$ cat src/cms_defs.svh
// Offsets, field positions, reset values and masks of the clock monitor status bank.
// Assumes inclusion by bare name from every file that needs these constants.
`ifndef CMS_DEFS_SVH
`define CMS_DEFS_SVH

// ----------------------------------------
// Register indices on the read port
// ----------------------------------------
`define CMS_IDX_FAULT        8'h00
`define CMS_IDX_WARN         8'h01

// ----------------------------------------
// Fault register fields
// ----------------------------------------
`define CMS_F_COMBINED_SYS   7
`define CMS_F_STEP_UP        6
`define CMS_F_LV_STEPDOWN    4
`define CMS_F_PREREG         3
`define CMS_F_SYNC_IN        2
`define CMS_F_SW_SOURCE      1
`define CMS_F_DIGITAL_SYS    0

// ----------------------------------------
// Warning register fields
// ----------------------------------------
`define CMS_W_STEP_UP        6
`define CMS_W_LV_STEPDOWN    4
`define CMS_W_PREREG         3
`define CMS_W_SYNC_IN        2
`define CMS_W_SW_SOURCE      1

// ----------------------------------------
// Reset values and implemented-bit masks
// ----------------------------------------
`define CMS_FAULT_RESET      8'h00
`define CMS_WARN_RESET       8'h00
`define CMS_FAULT_MASK       8'hDF
`define CMS_WARN_MASK        8'h5E
`define CMS_UNMAPPED_DATA    8'h00

`endif

$ cat src/cms_pkg.sv
// Types shared by the clock monitor status bank.
// Assumes the constants header is compiled alongside.
`default_nettype none

package cms_pkg;

	// Raw fault levels from the monitor circuits
	typedef struct packed {
		logic sys_analog;
		logic sys_digital;
		logic sync_in;
		logic prereg;
		logic lv_stepdown;
		logic step_up;
		logic sw_source;
	} cms_fault_s;

	// Raw accuracy warning levels
	typedef struct packed {
		logic sync_in;
		logic prereg;
		logic lv_stepdown;
		logic step_up;
		logic sw_source;
	} cms_warn_s;

	typedef logic [7:0] cms_byte_t;

endpackage : cms_pkg

`default_nettype wire

$ cat src/cms_flag_cell.sv
// Bank of sticky flags that clear on a read once their cause has gone.
// Assumes the clear pulse is synchronous to mclk and one cycle wide.
`timescale 1ns/1ps
`default_nettype none

module cms_flag_cell #(
	parameter int         W         = 8,
	parameter logic [7:0] RESET_VAL = 8'h00
) (
	input  wire logic         mclk,
	input  wire logic         reset,
	input  wire logic         clk_en,
	input  wire logic [W-1:0] cond,
	input  wire logic         rd_clear,
	output logic      [W-1:0] flags_ff
);

	logic [W-1:0] nxt_flags;

	// [RULE15] Set beats clear
	// A live cause always wins over the clearing read
	always_comb begin
		nxt_flags = cond | (rd_clear ? '0 : flags_ff);
	end

	always_ff @(posedge mclk or posedge reset) begin
		if (reset) begin
			flags_ff <= RESET_VAL[W-1:0];
		end else if (clk_en) begin
			flags_ff <= nxt_flags;
		end
	end

endmodule : cms_flag_cell

`default_nettype wire

$ cat src/cms_status_regs.sv
// Clock monitor fault and accuracy warning status registers.
// Assumes a serial-interface decoder on mclk issues one-cycle read strobes
// and that monitor levels arrive from other domains and need synchronising.
`timescale 1ns/1ps
`default_nettype none

`include "cms_defs.svh"

// How it works
// [RULE1] A flag set by a monitor stays one until its register is read.
// [RULE2] A read clears set flags whose condition is gone; persisting ones stay.
// [RULE3] Host reads again after a clearing read to confirm the condition ended.
// [RULE4] Both registers reset to zero and change only through monitors and reads.
// [RULE5] Fault bit 7 sets on analog or digital system clock error.
// [RULE6] Fault bit 7 is mirrored out and cleared by a fault register read.
// [RULE7] Fault bit 6 follows monitor five, step-up switching clock.
// [RULE8] Fault bit 4 follows monitor four, low-voltage step-down clock.
// [RULE9] Fault bit 3 follows monitor three, preregulator switching clock.
// [RULE10] Fault bit 2 follows monitor one, external sync input.
// [RULE11] Fault bit 1 follows monitor six, switching-source clock.
// [RULE12] Fault bit 0 follows monitor two only, ignoring the analog monitor.
// [RULE13] Warning bits 6,4,3,2,1 come from the matching monitors.
// [RULE14] Reserved bits of both registers always read zero.
// [RULE15] A cause arriving with the clearing read keeps the flag set.
module cms_status_regs
	import cms_pkg::*;
(
	input  wire logic       mclk,
	input  wire logic       reset,
	input  wire logic       clk_en,
	input  wire cms_fault_s mon_fault,
	input  wire cms_warn_s  mon_warn,
	input  wire logic       rd_strobe,
	input  wire cms_byte_t  rd_index,
	output cms_byte_t       rd_data_ff,
	output logic            rd_valid_ff,
	output logic            sysclk_fault_mirror
);

	// ----------------------------------------
	// Mapping functions
	// ----------------------------------------
	function automatic cms_byte_t fault_vector(input cms_fault_s f);
		cms_byte_t v;
		v = 8'h00;
		v[`CMS_F_COMBINED_SYS] = f.sys_analog | f.sys_digital;
		// [RULE7] Step-up monitor five
		v[`CMS_F_STEP_UP]      = f.step_up;
		// [RULE8] Step-down monitor four
		v[`CMS_F_LV_STEPDOWN]  = f.lv_stepdown;
		// [RULE9] Preregulator monitor three
		v[`CMS_F_PREREG]       = f.prereg;
		// [RULE10] Sync monitor one
		v[`CMS_F_SYNC_IN]      = f.sync_in;
		// [RULE11] Source monitor six
		v[`CMS_F_SW_SOURCE]    = f.sw_source;
		v[`CMS_F_DIGITAL_SYS]  = f.sys_digital;
		return v & `CMS_FAULT_MASK;
	endfunction : fault_vector

	function automatic cms_byte_t warn_vector(input cms_warn_s w);
		cms_byte_t v;
		v = 8'h00;
		// [RULE13] Matching monitor bits
		v[`CMS_W_STEP_UP]     = w.step_up;
		v[`CMS_W_LV_STEPDOWN] = w.lv_stepdown;
		v[`CMS_W_PREREG]      = w.prereg;
		v[`CMS_W_SYNC_IN]     = w.sync_in;
		v[`CMS_W_SW_SOURCE]   = w.sw_source;
		return v & `CMS_WARN_MASK;
	endfunction : warn_vector

	// ----------------------------------------
	// Monitor input synchronisers
	// ----------------------------------------
	cms_fault_s fault_s;
	cms_warn_s  warn_s;

	cms_sync #(
		.W ($bits(cms_fault_s))
	) u_sync_fault (
		.mclk     (mclk),
		.reset    (reset),
		.clk_en   (clk_en),
		.async_in (mon_fault),
		.sync_out (fault_s)
	);

	cms_sync #(
		.W ($bits(cms_warn_s))
	) u_sync_warn (
		.mclk     (mclk),
		.reset    (reset),
		.clk_en   (clk_en),
		.async_in (mon_warn),
		.sync_out (warn_s)
	);

	// ----------------------------------------
	// Read decode
	// ----------------------------------------
	logic rd_fault;
	logic rd_warn;

	assign rd_fault = rd_strobe & (rd_index == `CMS_IDX_FAULT);
	assign rd_warn  = rd_strobe & (rd_index == `CMS_IDX_WARN);

	// ----------------------------------------
	// Sticky flag banks
	// ----------------------------------------
	cms_byte_t fault_cond;
	cms_byte_t warn_cond;
	cms_byte_t fault_ff;
	cms_byte_t warn_ff;

	// [RULE5] System clock fault OR
	// [RULE12] Digital-only bit mapping
	assign fault_cond = fault_vector(fault_s);
	// [RULE13] Warning bit mapping
	assign warn_cond  = warn_vector(warn_s);

	// [RULE1] Sticky until read
	// [RULE2] Clear only causes gone
	cms_flag_cell #(
		.W         (8),
		.RESET_VAL (`CMS_FAULT_RESET)
	) u_fault_flags (
		.mclk     (mclk),
		.reset    (reset),
		.clk_en   (clk_en),
		.cond     (fault_cond),
		.rd_clear (rd_fault),
		.flags_ff (fault_ff)
	);

	// [RULE4] Zero at power-on reset
	cms_flag_cell #(
		.W         (8),
		.RESET_VAL (`CMS_WARN_RESET)
	) u_warn_flags (
		.mclk     (mclk),
		.reset    (reset),
		.clk_en   (clk_en),
		.cond     (warn_cond),
		.rd_clear (rd_warn),
		.flags_ff (warn_ff)
	);

	// [RULE6] Replica for off-state register
	assign sysclk_fault_mirror = fault_ff[`CMS_F_COMBINED_SYS];

	// ----------------------------------------
	// Read data return
	// ----------------------------------------
	// Data shows the flags as they were before the clearing edge,
	// so a single read never loses a latched event.
	always_ff @(posedge mclk or posedge reset) begin
		if (reset) begin
			rd_data_ff <= `CMS_UNMAPPED_DATA;
		end else if (clk_en && rd_strobe) begin
			// [RULE14] Reserved bits masked
			if (rd_fault) begin
				rd_data_ff <= fault_ff & `CMS_FAULT_MASK;
			end else if (rd_warn) begin
				rd_data_ff <= warn_ff & `CMS_WARN_MASK;
			end else begin
				rd_data_ff <= `CMS_UNMAPPED_DATA;
			end
		end
	end

	always_ff @(posedge mclk or posedge reset) begin
		if (reset) begin
			rd_valid_ff <= 1'b0;
		end else if (clk_en) begin
			rd_valid_ff <= rd_strobe;
		end
	end
endmodule : cms_status_regs

`default_nettype wire

$ cat src/cms_sync.sv
// Two-flop synchroniser for a group of asynchronous levels.
// Assumes the levels are quasi-static relative to mclk.
`timescale 1ns/1ps
`default_nettype none

module cms_sync #(
	parameter int W = 8
) (
	input  wire logic         mclk,
	input  wire logic         reset,
	input  wire logic         clk_en,
	input  wire logic [W-1:0] async_in,
	output logic      [W-1:0] sync_out
);

	logic [W-1:0] meta_ff;
	logic [W-1:0] sync_ff;

	always_ff @(posedge mclk or posedge reset) begin
		if (reset) begin
			meta_ff <= '0;
			sync_ff <= '0;
		end else if (clk_en) begin
			meta_ff <= async_in;
			sync_ff <= meta_ff;
		end
	end

	assign sync_out = sync_ff;

endmodule : cms_sync

`default_nettype wire
$ cat config.mk
export PLATFORM = sky130hd
export DESIGN_NAME = cms_status_regs
export DESIGN_NICKNAME = d
export VERILOG_FILES = /design/src/cms_pkg.sv /design/src/cms_flag_cell.sv /design/src/cms_status_regs.sv /design/src/cms_sync.sv
export VERILOG_INCLUDE_DIRS = /design/src
export SDC_FILE = /design/constraint.sdc
export NUM_CORES = 1
export LEC_CHECK = 0
export ABC_AREA = 1
export BUFFER_PORTS_ARGS = -buffer_cell sky130_fd_sc_hd__buf_2
export CAP_MARGIN = 30
export CORE_MARGIN = 5
export CORE_UTILIZATION = 30
export DETAILED_ROUTE_END_ITERATION = 10
export PLACE_DENSITY_LB_ADDON = 0.3
export SKIP_LAST_GASP = 1
export SLEW_MARGIN = 40
export SYNTH_ARGS = -nofsm -noshare
export SYNTH_HDL_FRONTEND = slang
export SYNTH_HIERARCHICAL = 1
export SYNTH_SLANG_ARGS = --single-unit
$ cat constraint.sdc
create_clock -name mclk -period 2.35 [get_ports mclk]
set_clock_uncertainty 0.1 [all_clocks]
set_input_delay 0.47 -clock mclk [delete_from_list [all_inputs] [get_ports mclk]]
set_output_delay 0.47 -clock mclk [all_outputs]
set_load 0.01 [all_outputs]
==> impl_results.rst, run 1 <==
.. list-table::
   :header-rows: 1

   * - Metric
     - Value
   * - Crit-path max cell delay
     - 400 ps
   * - Final period util
     - between 50% and 60%
   * - Final cell count without fillers
     - 338
   * - Number of vias per cell after detailed routing
     - approximately 4.2
   * - Total power
     - about 1.6 mW
   * - Total number of vias
     - 1,418
   * - Count of buffers from port buffering
     - 32
   * - Multi-input gate area in the final layout
     - ~730 um2
   * - Classification of the worst-slack hold path
     - input pin to async pin
   * - Arrival time reported for the critical path endpoint
     - just over 800 ps
   * - Count of final max-slew check failures
     - 0
   * - Clk sinks
     - 44
   * - Cell with the largest stage delay on the worst path
     - dfrtp_1
   * - Pin count of the biggest net entering global routing
     - 36
   * - Maxcap violations
     - 0
   * - Syn Inst Count
     - 227
   * - Worst Setup Path Type
     - flop to primary output
   * - Element type at the critical path start
     - flop
   * - Cts bufs inserted
     - 5
   * - Headroom to the max-slew limit
     - 65.1%
   * - Area of the mapped netlist
     - 1950 um2
   * - Maximum resistive drop on vdd
     - ~360 uV
   * - Power density over the cells
     - roughly 700 nW/um2
   * - Critical path cell sequence
     - buf_2
   * - Number of buffers inserted by post-CTS setup repair
     - 0
   * - GPL Wtd Cong
     - 0.733
   * - Placed Cells incl. Taps
     - 330
   * - Vert. Die Dim
     - 90.6 um
   * - Num ports
     - 34
   * - Critical Path Sink Type
     - primary output
   * - Overflow left after global routing
     - 0
   * - Final setup slack of the worst path
     - 949 ps
   * - Buffers from clock root to sink, at most
     - 2
   * - Filler cells
     - 702
   * - Global routing usage summed across all routing layers
     - under 10%
   * - Standard cell core area
     - 6350 um2
   * - CTS tree
     - yes
   * - # resized after CTS
     - 0
   * - Kind of cell with the highest combined delay on the critical path
     - flip-flops
   * - Detailed-route wire length
     - 3690 um
   * - Measured slew at the worst slew-check pin
     - 523 ps
   * - Number of endpoints with negative hold slack in the final report
     - 0
   * - Final critical-path required period
     - 1400 ps
   * - Clk pin slew, worst setup/hold paths
     - 80 ps
   * - FF+latch area
     - 1100 um2
   * - Clock latency on the worst-skew pair
     - 290 ps
   * - CTS Hold Bufs
     - 0
   * - Average detailed-routed wire length per instance
     - 10.9 um
   * - H-tree lvl count
     - 2
   * - Mean post-synth cell area
     - 8.59 um2
   * - Accumulated negative setup slack
     - 0 ps
   * - Remaining antenna violation count
     - 0
   * - Synth-to-layout area growth
     - 17.3%
   * - Area enclosed by the die boundary
     - 8210 um2
   * - Setup-violating endpoint count in the final report
     - 0
   * - Synthesized netlist net count
     - 251
   * - Clock root buffer
     - clkbuf_8
   * - Initial antenna violation count
     - 0
   * - Critical path required time
     - 1780 ps
   * - Number of iterations in the first detailed-routing pass
     - 4
   * - CP max FO
     - 3
   * - Width of the die
     - 90.6 um
   * - Max Freq
     - 0.714 GHz
   * - Syn. warnings
     - 6
   * - Floorplan row count
     - 29
   * - Post-place setup slack
     - 690 ps
   * - Worst hold slack after final layout
     - between 15 and 20 ps
   * - Starting utilization of the core area
     - 30.7%
   * - Post-DP HPWL
     - 2760 um
   * - Share of cells above drive strength 1
     - 22.2%
   * - Global-route wire length before repair
     - roughly 6800 um
   * - RSZ-0062 raised after global routing
     - no
   * - Buffer and inverter count on the worst path
     - 1
   * - Leak
     - 1.25 nW
   * - Starting DRC count in detailed routing
     - 54
   * - Nets
     - 284
   * - Count of antenna diodes in the layout
     - 0
   * - Outcome
     - completed
   * - Vias in the first global route
     - 1,512
   * - Remaining design rule violation count
     - 0
-- sequential cells by signal, summed over array words and instances (netlist names) --
| signal | flops |
|---|---|
| rd_data_ff | 7 |
| u_fault_flags/flags_ff | 7 |
| u_sync_fault/meta_ff | 7 |
| u_sync_fault/sync_out | 7 |
| u_sync_warn/meta_ff | 5 |
| u_sync_warn/sync_out | 5 |
| u_warn_flags/flags_ff | 5 |
| rd_valid_ff | 1 |
-- stage by stage --
step,util [%],cell area [um2]
finish,36.0,2290
CTS,36.0,2290
floorplan,-,1950
detailed placement,34.0,2160
global route,36.0,2290
global placement,34.0,2160
-- final timing paths --
| kind | end | slack [ps] | cells after the start | startpoint |
|---|---|---|---|---|
| min in group mclk | u_sync_fault/meta_ff[2]$_DFFE_PP0P_ | 280 | 3 | mon_fault[2] |
| worst max register to register | u_fault_flags/flags_ff[7]$_DFFE_PP0P_ | 1410 | 3 | u_sync_fault/sync_out[5]$_DFFE_PP0P_ |
| max in group asynchronous | u_sync_fault/meta_ff[1]$_DFFE_PP0P_ | 1640 | 2 | reset |
| worst max-delay path | sysclk_fault_mirror | 950 | 1 | u_fault_flags/flags_ff[7]$_DFFE_PP0P_ |
| worst min-delay path | u_warn_flags/flags_ff[3]$_DFFE_PP0P_ | 20 | 2 | reset |
| worst min register to register | u_sync_warn/sync_out[2]$_DFFE_PP0P_ | 370 | 2 | u_sync_warn/meta_ff[2]$_DFFE_PP0P_ |
-- cell type report --
cell class / instances / area share, %
Inverter: 12 / 2.30
Clock buffer: 7 / 4.21
Tap cell: 77 / 4.21
Multi-Input combinational cell: 164 / 32.0
Clock inverter: 1 / 1.31
Timing Repair Buffer: 33 / 7.87
Sequential cell: 44 / 48.1
-- per-layer routing --
metal	track usage [%]	vias to the layer above	wire length, um	part of all wire, %
li1	-	747	-	-
met1	12.7	631	1840	50
met2	15.7	36	1610	43
met5	0	-	0	0
met4	3.72	0	55	1.5
met3	2.58	4	193	5.2
-- report_power, final --
part | internal [mW] | switching [mW] | total, mW
logic | 0.0500 | 0.0872 | 0.137
registers | 0.801 | 0.0235 | 0.825
clock network | 0.375 | 0.249 | 0.624
-- placed cells by master, fill, tap and decap left out, drive strengths merged --
cell type  count
nand2        139
dfrtp         44
buf           33
inv           12
nand3         10
clkbuf         7
nor2           7
o21ai          3
nor3           2
and3           1
or2            1
conb           1
bufinv         1
(Power assumes the default switching activity.)
==> run 2, diff against run 1 <==
==> constraint.sdc (replaced) <==
create_clock -name mclk -period 1.4 [get_ports mclk]
set_clock_uncertainty 0.1 [all_clocks]
set_input_delay 0.28 -clock mclk [delete_from_list [all_inputs] [get_ports mclk]]
set_output_delay 0.28 -clock mclk [all_outputs]
set_load 0.01 [all_outputs]
==> run 2 against run 1 <==
  * Non-clock buffer count increased by 7
  * Critical endpoint unchanged
  * Final area down 0.11%
  * Critical path type unchanged
  * First-iteration DRC count is 13% lower
==> impl_results.rst, run 2 (synthesis results as in run 1) <==
.. list-table::
   :header-rows: 1

   * - Metric
     - Value
   * - Outcome
     - completed
   * - Detailed-route wire length
     - 3650 um (-1.2%)
   * - Critical path cell sequence
     - buf_2
   * - Count of final max-slew check failures
     - 0 (unchanged)
   * - Cell area after layout
     - 2290 um2 (-0.11%)
   * - RSZ-0062 raised after global routing
     - no
   * - Max Freq
     - between 0.8 and 0.9 GHz
   * - Clock root buffer
     - clkbuf_8
   * - Arrival time reported for the critical path endpoint
     - 840 ps (about the same)
   * - Overflow left after global routing
     - 0 (unchanged)
   * - Kind of cell with the highest combined delay on the critical path
     - flip-flops
   * - Post-Place Cell Area
     - 2190 um2 (+1.5%)
   * - Vert. Die Dim
     - 90.6 um (unchanged)
   * - Cts bufs inserted
     - 5 (unchanged)
   * - Buffer and inverter count on the worst path
     - 1 (unchanged)
   * - H-tree lvl count
     - 2 (unchanged)
   * - Fraction of power spent switching nets
     - 25.2% (+2.5 points)
   * - Classification of the worst-slack hold path
     - input pin to flop
   * - Logic depth of the worst setup path including buffers
     - 1 (unchanged)
   * - Worst Setup Path Type
     - flop to primary output
   * - Starting DRC count in detailed routing
     - 47 (-13%)
   * - Post-DP HPWL
     - 2800 um (+1.7%)
   * - Count of buffers from port buffering
     - 32 (unchanged)
   * - Number of iterations in the first detailed-routing pass
     - 4 (unchanged)
   * - Switching power total
     - 0.596 mW (+66%)
   * - Crit-path max cell delay
     - 400 ps (about the same)
   * - Power density over the cells
     - 1040 nW/um2 (+50%)
   * - Width of the die
     - 90.6 um (unchanged)
   * - Number of vias per cell after detailed routing
     - 4.12 (-1.7%)
   * - Depth of the worst register-to-register path
     - 3 (unchanged)
   * - Average detailed-routed wire length per instance
     - 10.6 um (-2.9%)
   * - Remaining antenna violation count
     - 0 (unchanged)
   * - Maxcap violations
     - 0 (unchanged)
   * - Element type at the critical path start
     - flop
   * - Global routing usage summed across all routing layers
     - 9.73% (-0.082 points)
   * - Commonest non-fill, non-tap cell in the layout
     - nand2_1
   * - Standard cell core area
     - 6350 um2 (unchanged)
   * - Worst hold slack after final layout
     - 84.0 ps (+68.1 ps)
   * - Cell with the largest stage delay on the worst path
     - dfrtp_1
   * - Share of cells above drive strength 1
     - 23.6% (+1.4 points)
   * - Share of total power in sequential cells
     - 58.4% (+6.4 points)
   * - Buffers from clock root to sink, at most
     - 2 (unchanged)
   * - Combinational fraction of design power
     - 10.1% (+1.5 points)
   * - Nets
     - 291 (+2.5%)
   * - CP max FO
     - 3 (unchanged)
   * - Number of endpoints with negative hold slack in the final report
     - 0 (unchanged)
   * - Area enclosed by the die boundary
     - 8210 um2 (unchanged)
   * - Total number of vias
     - 1,418 (unchanged)
   * - Post-place setup slack
     - 21.4 ps (-669 ps)
   * - Clock latency on the worst-skew pair
     - 290 ps (about the same)
   * - Final setup slack of the worst path
     - 185 ps (-764 ps)
   * - Hold-critical path depth
     - 3
   * - Top library cells by usage in the layout, fill and taps aside
     - nand2_1 (133), dfrtp_1 (44), buf_2 (32), nand3_1 (10), inv_1 (8)
   * - Maximum resistive drop on vdd
     - 517 uV (+43%)
   * - Cell Int Power
     - 1.77 mW (+45%)
   * - Final critical-path required period
     - 1220 ps
   * - Critical Path Sink Type
     - primary output
   * - Final period util
     - a little under 90%
   * - # resized after CTS
     - 0 (unchanged)
   * - Num ports
     - 34 (unchanged)
   * - Pin count of the biggest net entering global routing
     - 16 (-56%)
   * - Headroom to the max-slew limit
     - 65.9% (+0.83 points)
   * - Synth-to-layout area growth
     - 17.2%
   * - Starting utilization of the core area
     - 30.7% (unchanged)
   * - Remaining design rule violation count
     - 0 (unchanged)
   * - CTS tree
     - yes
   * - Clk pin slew, worst setup/hold paths
     - 80 ps (about the same)
   * - Floorplan row count
     - 29 (unchanged)
   * - Vias in the first global route
     - 1,513 (+0.066%)
   * - Leak
     - 1.25 nW (+0.22%)
   * - Measured slew at the worst slew-check pin
     - 511 ps (-12.4 ps)
   * - Global-route wire length before repair
     - 6710 um (-0.83%)
   * - Setup-violating endpoint count in the final report
     - 0 (unchanged)
   * - Count of antenna diodes in the layout
     - 0 (unchanged)
   * - Clk network pwr share
     - 31.5% (-7.9 points)
   * - Number of buffers inserted by post-CTS setup repair
     - 0 (unchanged)
   * - GPL Wtd Cong
     - 0.704 (-4.0%)
   * - Accumulated negative setup slack
     - 0 ps (unchanged)
   * - Critical path required time
     - 1020 ps (-760 ps)
   * - Initial antenna violation count
     - 0 (unchanged)
   * - Clk sinks
     - 44 (unchanged)
## run 2: changes by cell type in the layout (fill, tap and decap cells not counted), sizes merged
| cell | change |
|---|---|
| buf | +6 |
| clkbuf | -2 |
| bufinv | -1 |
| clkinv | +1 |
| clkinvlp | +1 |
| dlygate4sd3 | +1 |
## run 2: final timing paths
check                                                   endpoint  slack (ps)                             startpoint
setup / recovery                             sysclk_fault_mirror         180  u_fault_flags/flags_ff[7]$_DFFE_PP0P_
hold / removal                u_sync_warn/meta_ff[3]$_DFFE_PP0P_          80                            mon_warn[3]
setup reg to reg           u_fault_flags/flags_ff[7]$_DFFE_PP0P_         470   u_sync_fault/sync_out[5]$_DFFE_PP0P_
hold reg to reg                        rd_data_ff[4]$_DFFE_PP0P_         370              rd_data_ff[4]$_DFFE_PP0P_
max in group asynchronous   u_sync_fault/sync_out[5]$_DFFE_PP0P_         340                                  reset
min in group asynchronous   u_warn_flags/flags_ff[2]$_DFFE_PP0P_         380                                  reset
## run 2: through the flow
step	cells	power, mW	utilization (%)
after floorplan	227	1.57	-
after CTS	344	2.41	36.0
after global routing	344	2.51	36.0
after global placement	336	1.65	34.6
after detailed placement	336	1.65	34.6
final	344	2.37	36.0
## run 2: power groups by stage
stage	Clock (mW)	Sequential, mW	Combinational, mW
2_1_floorplan	0	1.40	0.165
3_3_place_gp	0	1.41	0.239
3_5_place_dp	0	1.41	0.243
4_1_cts	0.783	1.39	0.246
5_1_grt	0.828	1.39	0.282
6_report	0.746	1.38	0.239
## run 2: per-layer routing
| metal | up-vias | part of all wire, % | global-route usage (%) |
|---|---|---|---|
| met5 | - | 0 | 0 |
| met4 | 0 | 1.3 | 3.35 |
| met3 | 2 | 5.5 | 2.75 |
| met2 | 34 | 44 | 15.4 |
| met1 | 621 | 49 | 12.7 |
| li1 | 761 | - | - |
## run 2: final cells by class
type,count,area [um2]
Clock buffer,5,68.8
Sequential cell,44,1100
Clock inverter,2,12.5
Fill cell,677,4060
Inverter,12,52.6
Timing Repair Buffer,40,223
Multi-Input combinational cell,164,732
Tap cell,77,96.3
## run 2: repair_timing
item	in CTS	in global routing
setup endpoints to repair	0	0
endpoints found under the hold margin	44	0
hold buffers	1	0
==> run 3, diff against run 2 <==
--- a/config.mk
+++ b/config.mk
@@ -10,9 +10,10 @@
 export BUFFER_PORTS_ARGS = -buffer_cell sky130_fd_sc_hd__buf_2
 export CAP_MARGIN = 30
 export CORE_MARGIN = 5
-export CORE_UTILIZATION = 30
+export CORE_UTILIZATION = 23
 export DETAILED_ROUTE_END_ITERATION = 10
 export PLACE_DENSITY_LB_ADDON = 0.3
+export REMOVE_ABC_BUFFERS = 1
 export SKIP_LAST_GASP = 1
 export SLEW_MARGIN = 40
 export SYNTH_ARGS = -nofsm -noshare
==> run 3 against run 2 <==
  * First-iteration DRC count up 30%
  * Total power up 3.8%
  * Sequential cell count unchanged
  * Clock power up 11%
  * Cell count up 9.0%
  * Global-route usage down 1.6 points
  * Non-clock buffer count up 2
  * Via count up 2.6%
  * Sequential power about the same
  * Register-to-register slack about the same
  * Maximum frequency down 1.3%
  * Combinational power up 2%
  * Critical path type unchanged
  * Critical endpoint unchanged
==> impl_results.rst, run 3 (synthesis results as in run 1) <==
.. list-table::
   :header-rows: 1

   * - Metric
     - Value
   * - Outcome
     - completed
   * - Final period util
     - 87.9% (+1.1 points)
   * - Buffer and inverter count on the worst path
     - 1 (unchanged)
   * - Share of total power in sequential cells
     - 56.3% (-2.1 points)
   * - Starting utilization of the core area
     - 23.6% (-7.1 points)
   * - Post-DP HPWL
     - 2980 um (+6.2%)
   * - Number of iterations in the first detailed-routing pass
     - 4 (unchanged)
   * - Headroom to the max-slew limit
     - 65.0% (-0.94 points)
   * - Standard cell core area
     - 8260 um2 (+30%)
   * - Measured slew at the worst slew-check pin
     - 525 ps (+14.1 ps)
   * - Vias in the first global route
     - 1,464 (-3.2%)
   * - Clock root buffer
     - clkbuf_8
   * - Count of antenna diodes in the layout
     - 0 (unchanged)
   * - Leak
     - 1.27 nW (+1.0%)
   * - Final critical-path required period
     - 1230 ps (+15.8 ps)
   * - Number of endpoints with negative hold slack in the final report
     - 0 (unchanged)
   * - Combinational fraction of design power
     - 9.9% (-0.2 points)
   * - Power density over the cells
     - 1050 nW/um2 (+0.87%)
   * - Number of buffers inserted by post-CTS setup repair
     - 0 (unchanged)
   * - Max Freq
     - 0.812 GHz (-1.3%)
   * - Clk sinks
     - 44 (unchanged)
   * - Switching power total
     - 0.621 mW (+4.2%)
   * - Final core area utilization
     - 28.5% (-7.5 points)
   * - Clock latency on the worst-skew pair
     - 290 ps (about the same)
   * - Starting DRC count in detailed routing
     - 61 (+30%)
   * - Worst hold slack after final layout
     - 83.5 ps (-0.499 ps)
   * - Worst Setup Path Type
     - flop to primary output
   * - GPL Wtd Cong
     - 0.745 (+5.9%)
   * - Number of vias per cell after detailed routing
     - 3.88 (-5.9%)
   * - Width of the die
     - 102 um (+13%)
   * - RSZ-0062 raised after global routing
     - no
   * - Commonest non-fill, non-tap cell in the layout
     - nand2_1
   * - Cell Int Power
     - 1.84 mW (+3.7%)
   * - Critical path cell sequence
     - buf_2
   * - Floorplan row count
     - 33 (+14%)
   * - Fraction of power spent switching nets
     - 25.3% (+0.098 points)
   * - Initial antenna violation count
     - 0 (unchanged)
   * - Global-route wire length before repair
     - 6720 um (+0.21%)
   * - Cell with the largest stage delay on the worst path
     - dfrtp_1
   * - Total number of vias
     - 1,455 (+2.6%)
   * - Crit-path max cell delay
     - 410 ps (about the same)
   * - Maximum resistive drop on vdd
     - 366 uV (-29%)
   * - Kind of cell with the highest combined delay on the critical path
     - flip-flops
   * - Critical path required time
     - 1020 ps (about the same)
   * - Buffers from clock root to sink, at most
     - 2 (unchanged)
   * - Num ports
     - 34 (unchanged)
   * - Setup-violating endpoint count in the final report
     - 0 (unchanged)
   * - CP max FO
     - 3 (unchanged)
   * - Average detailed-routed wire length per instance
     - 10.4 um (-2.3%)
   * - CTS tree
     - yes
   * - Top library cells by usage in the layout, fill and taps aside
     - nand2_1 (133), dfrtp_1 (44), buf_2 (32), nand3_1 (10), buf_4 (9)
   * - Global routing usage summed across all routing layers
     - 8.18% (-1.6 points)
   * - Detailed-route wire length
     - 3880 um (+6.5%)
   * - H-tree lvl count
     - 2 (unchanged)
   * - Vert. Die Dim
     - 102 um (+13%)
   * - Pin count of the biggest net entering global routing
     - 15 (-1)
   * - Clk pin slew, worst setup/hold paths
     - 80 ps (about the same)
   * - Critical Path Sink Type
     - primary output
   * - Synth-to-layout area growth
     - 20.6%
   * - Register-to-Register Setup Slack
     - 470 ps (about the same)
   * - # resized after CTS
     - 0 (unchanged)
   * - Count of final max-slew check failures
     - 0 (unchanged)
   * - Area enclosed by the die boundary
     - 10,400 um2 (+27%)
   * - Count of buffers from port buffering
     - 32 (unchanged)
   * - Arrival time reported for the critical path endpoint
     - 850 ps (about the same)
   * - Share of cells above drive strength 1
     - 24.4% (+0.85 points)
   * - Remaining design rule violation count
     - 0 (unchanged)
   * - Nets
     - 293 (+0.69%)
   * - Maxcap violations
     - 0 (unchanged)
   * - Cts bufs inserted
     - 5 (unchanged)
   * - Clk network pwr share
     - 33.8% (+2.3 points)
   * - Accumulated negative setup slack
     - 0 ps (unchanged)
   * - Overflow left after global routing
     - 0 (unchanged)
   * - Element type at the critical path start
     - flop
   * - Classification of the worst-slack hold path
     - input pin to flop
   * - Remaining antenna violation count
     - 0 (unchanged)
run 3: final timing paths:
check                                                      start                                     to  cells after the start
max in group asynchronous                                  reset   u_sync_fault/sync_out[5]$_DFFE_PP0P_                      3
min in group asynchronous                                  reset   u_warn_flags/flags_ff[2]$_DFFE_PP0P_                      3
setup / recovery           u_fault_flags/flags_ff[7]$_DFFE_PP0P_                    sysclk_fault_mirror                      1
setup reg to reg            u_sync_fault/sync_out[5]$_DFFE_PP0P_  u_fault_flags/flags_ff[7]$_DFFE_PP0P_                      3
hold / removal                                      mon_fault[3]    u_sync_fault/meta_ff[3]$_DFFE_PP0P_                      3
hold reg to reg              u_sync_warn/sync_out[4]$_DFFE_PP0P_    u_sync_warn/sync_out[4]$_DFFE_PP0P_                      2
run 3: cell type report:
type | instances | area, um2
multi-input cells | 164 | 732
clock buffers | 6 | 82.6
repair buffers | 42 | 238
flip-flops and latches | 44 | 1100
well taps | 105 | 131
fillers | 930 | 5910
clock inverters | 2 | 15.0
inverters | 12 | 52.6
run 3: what timing repair did:
action | 4_1_cts | 5_1_grt
hold endpoints to repair | 44 | 0
setup endpoints to repair | 0 | 0
hold buffers | 1 | 0
run 3: per-stage QoR:
stage | total power, mW | cells | worst slack (ps) | cell area, um2
floorplan | 1.53 | 220 | 192 | 1890
global placement | 1.65 | 366 | 44.5 | 2240
detailed placement | 1.66 | 366 | 18.9 | 2240
CTS | 2.50 | 375 | 150 | 2350
global route | 2.60 | 375 | 127 | 2350
finish | 2.46 | 375 | 169 | 2350
run 3: layer usage:
metal	GRT usage, %	vias to the layer above	share of wire (%)
li1	-	769	-
met1	10.6	651	50
met2	12.8	31	43
met3	2.32	4	5.5
met4	3.33	0	1.5
met5	0	-	0
run 3: power groups by stage:
stage               Sequential [mW]  Clock (mW)  Combinational [mW]
finish                         1.39       0.831               0.243
floorplan                      1.40           0               0.132
global placement               1.41           0               0.246
CTS                            1.39       0.864               0.251
global route                   1.40       0.914               0.285
detailed placement             1.41           0               0.249
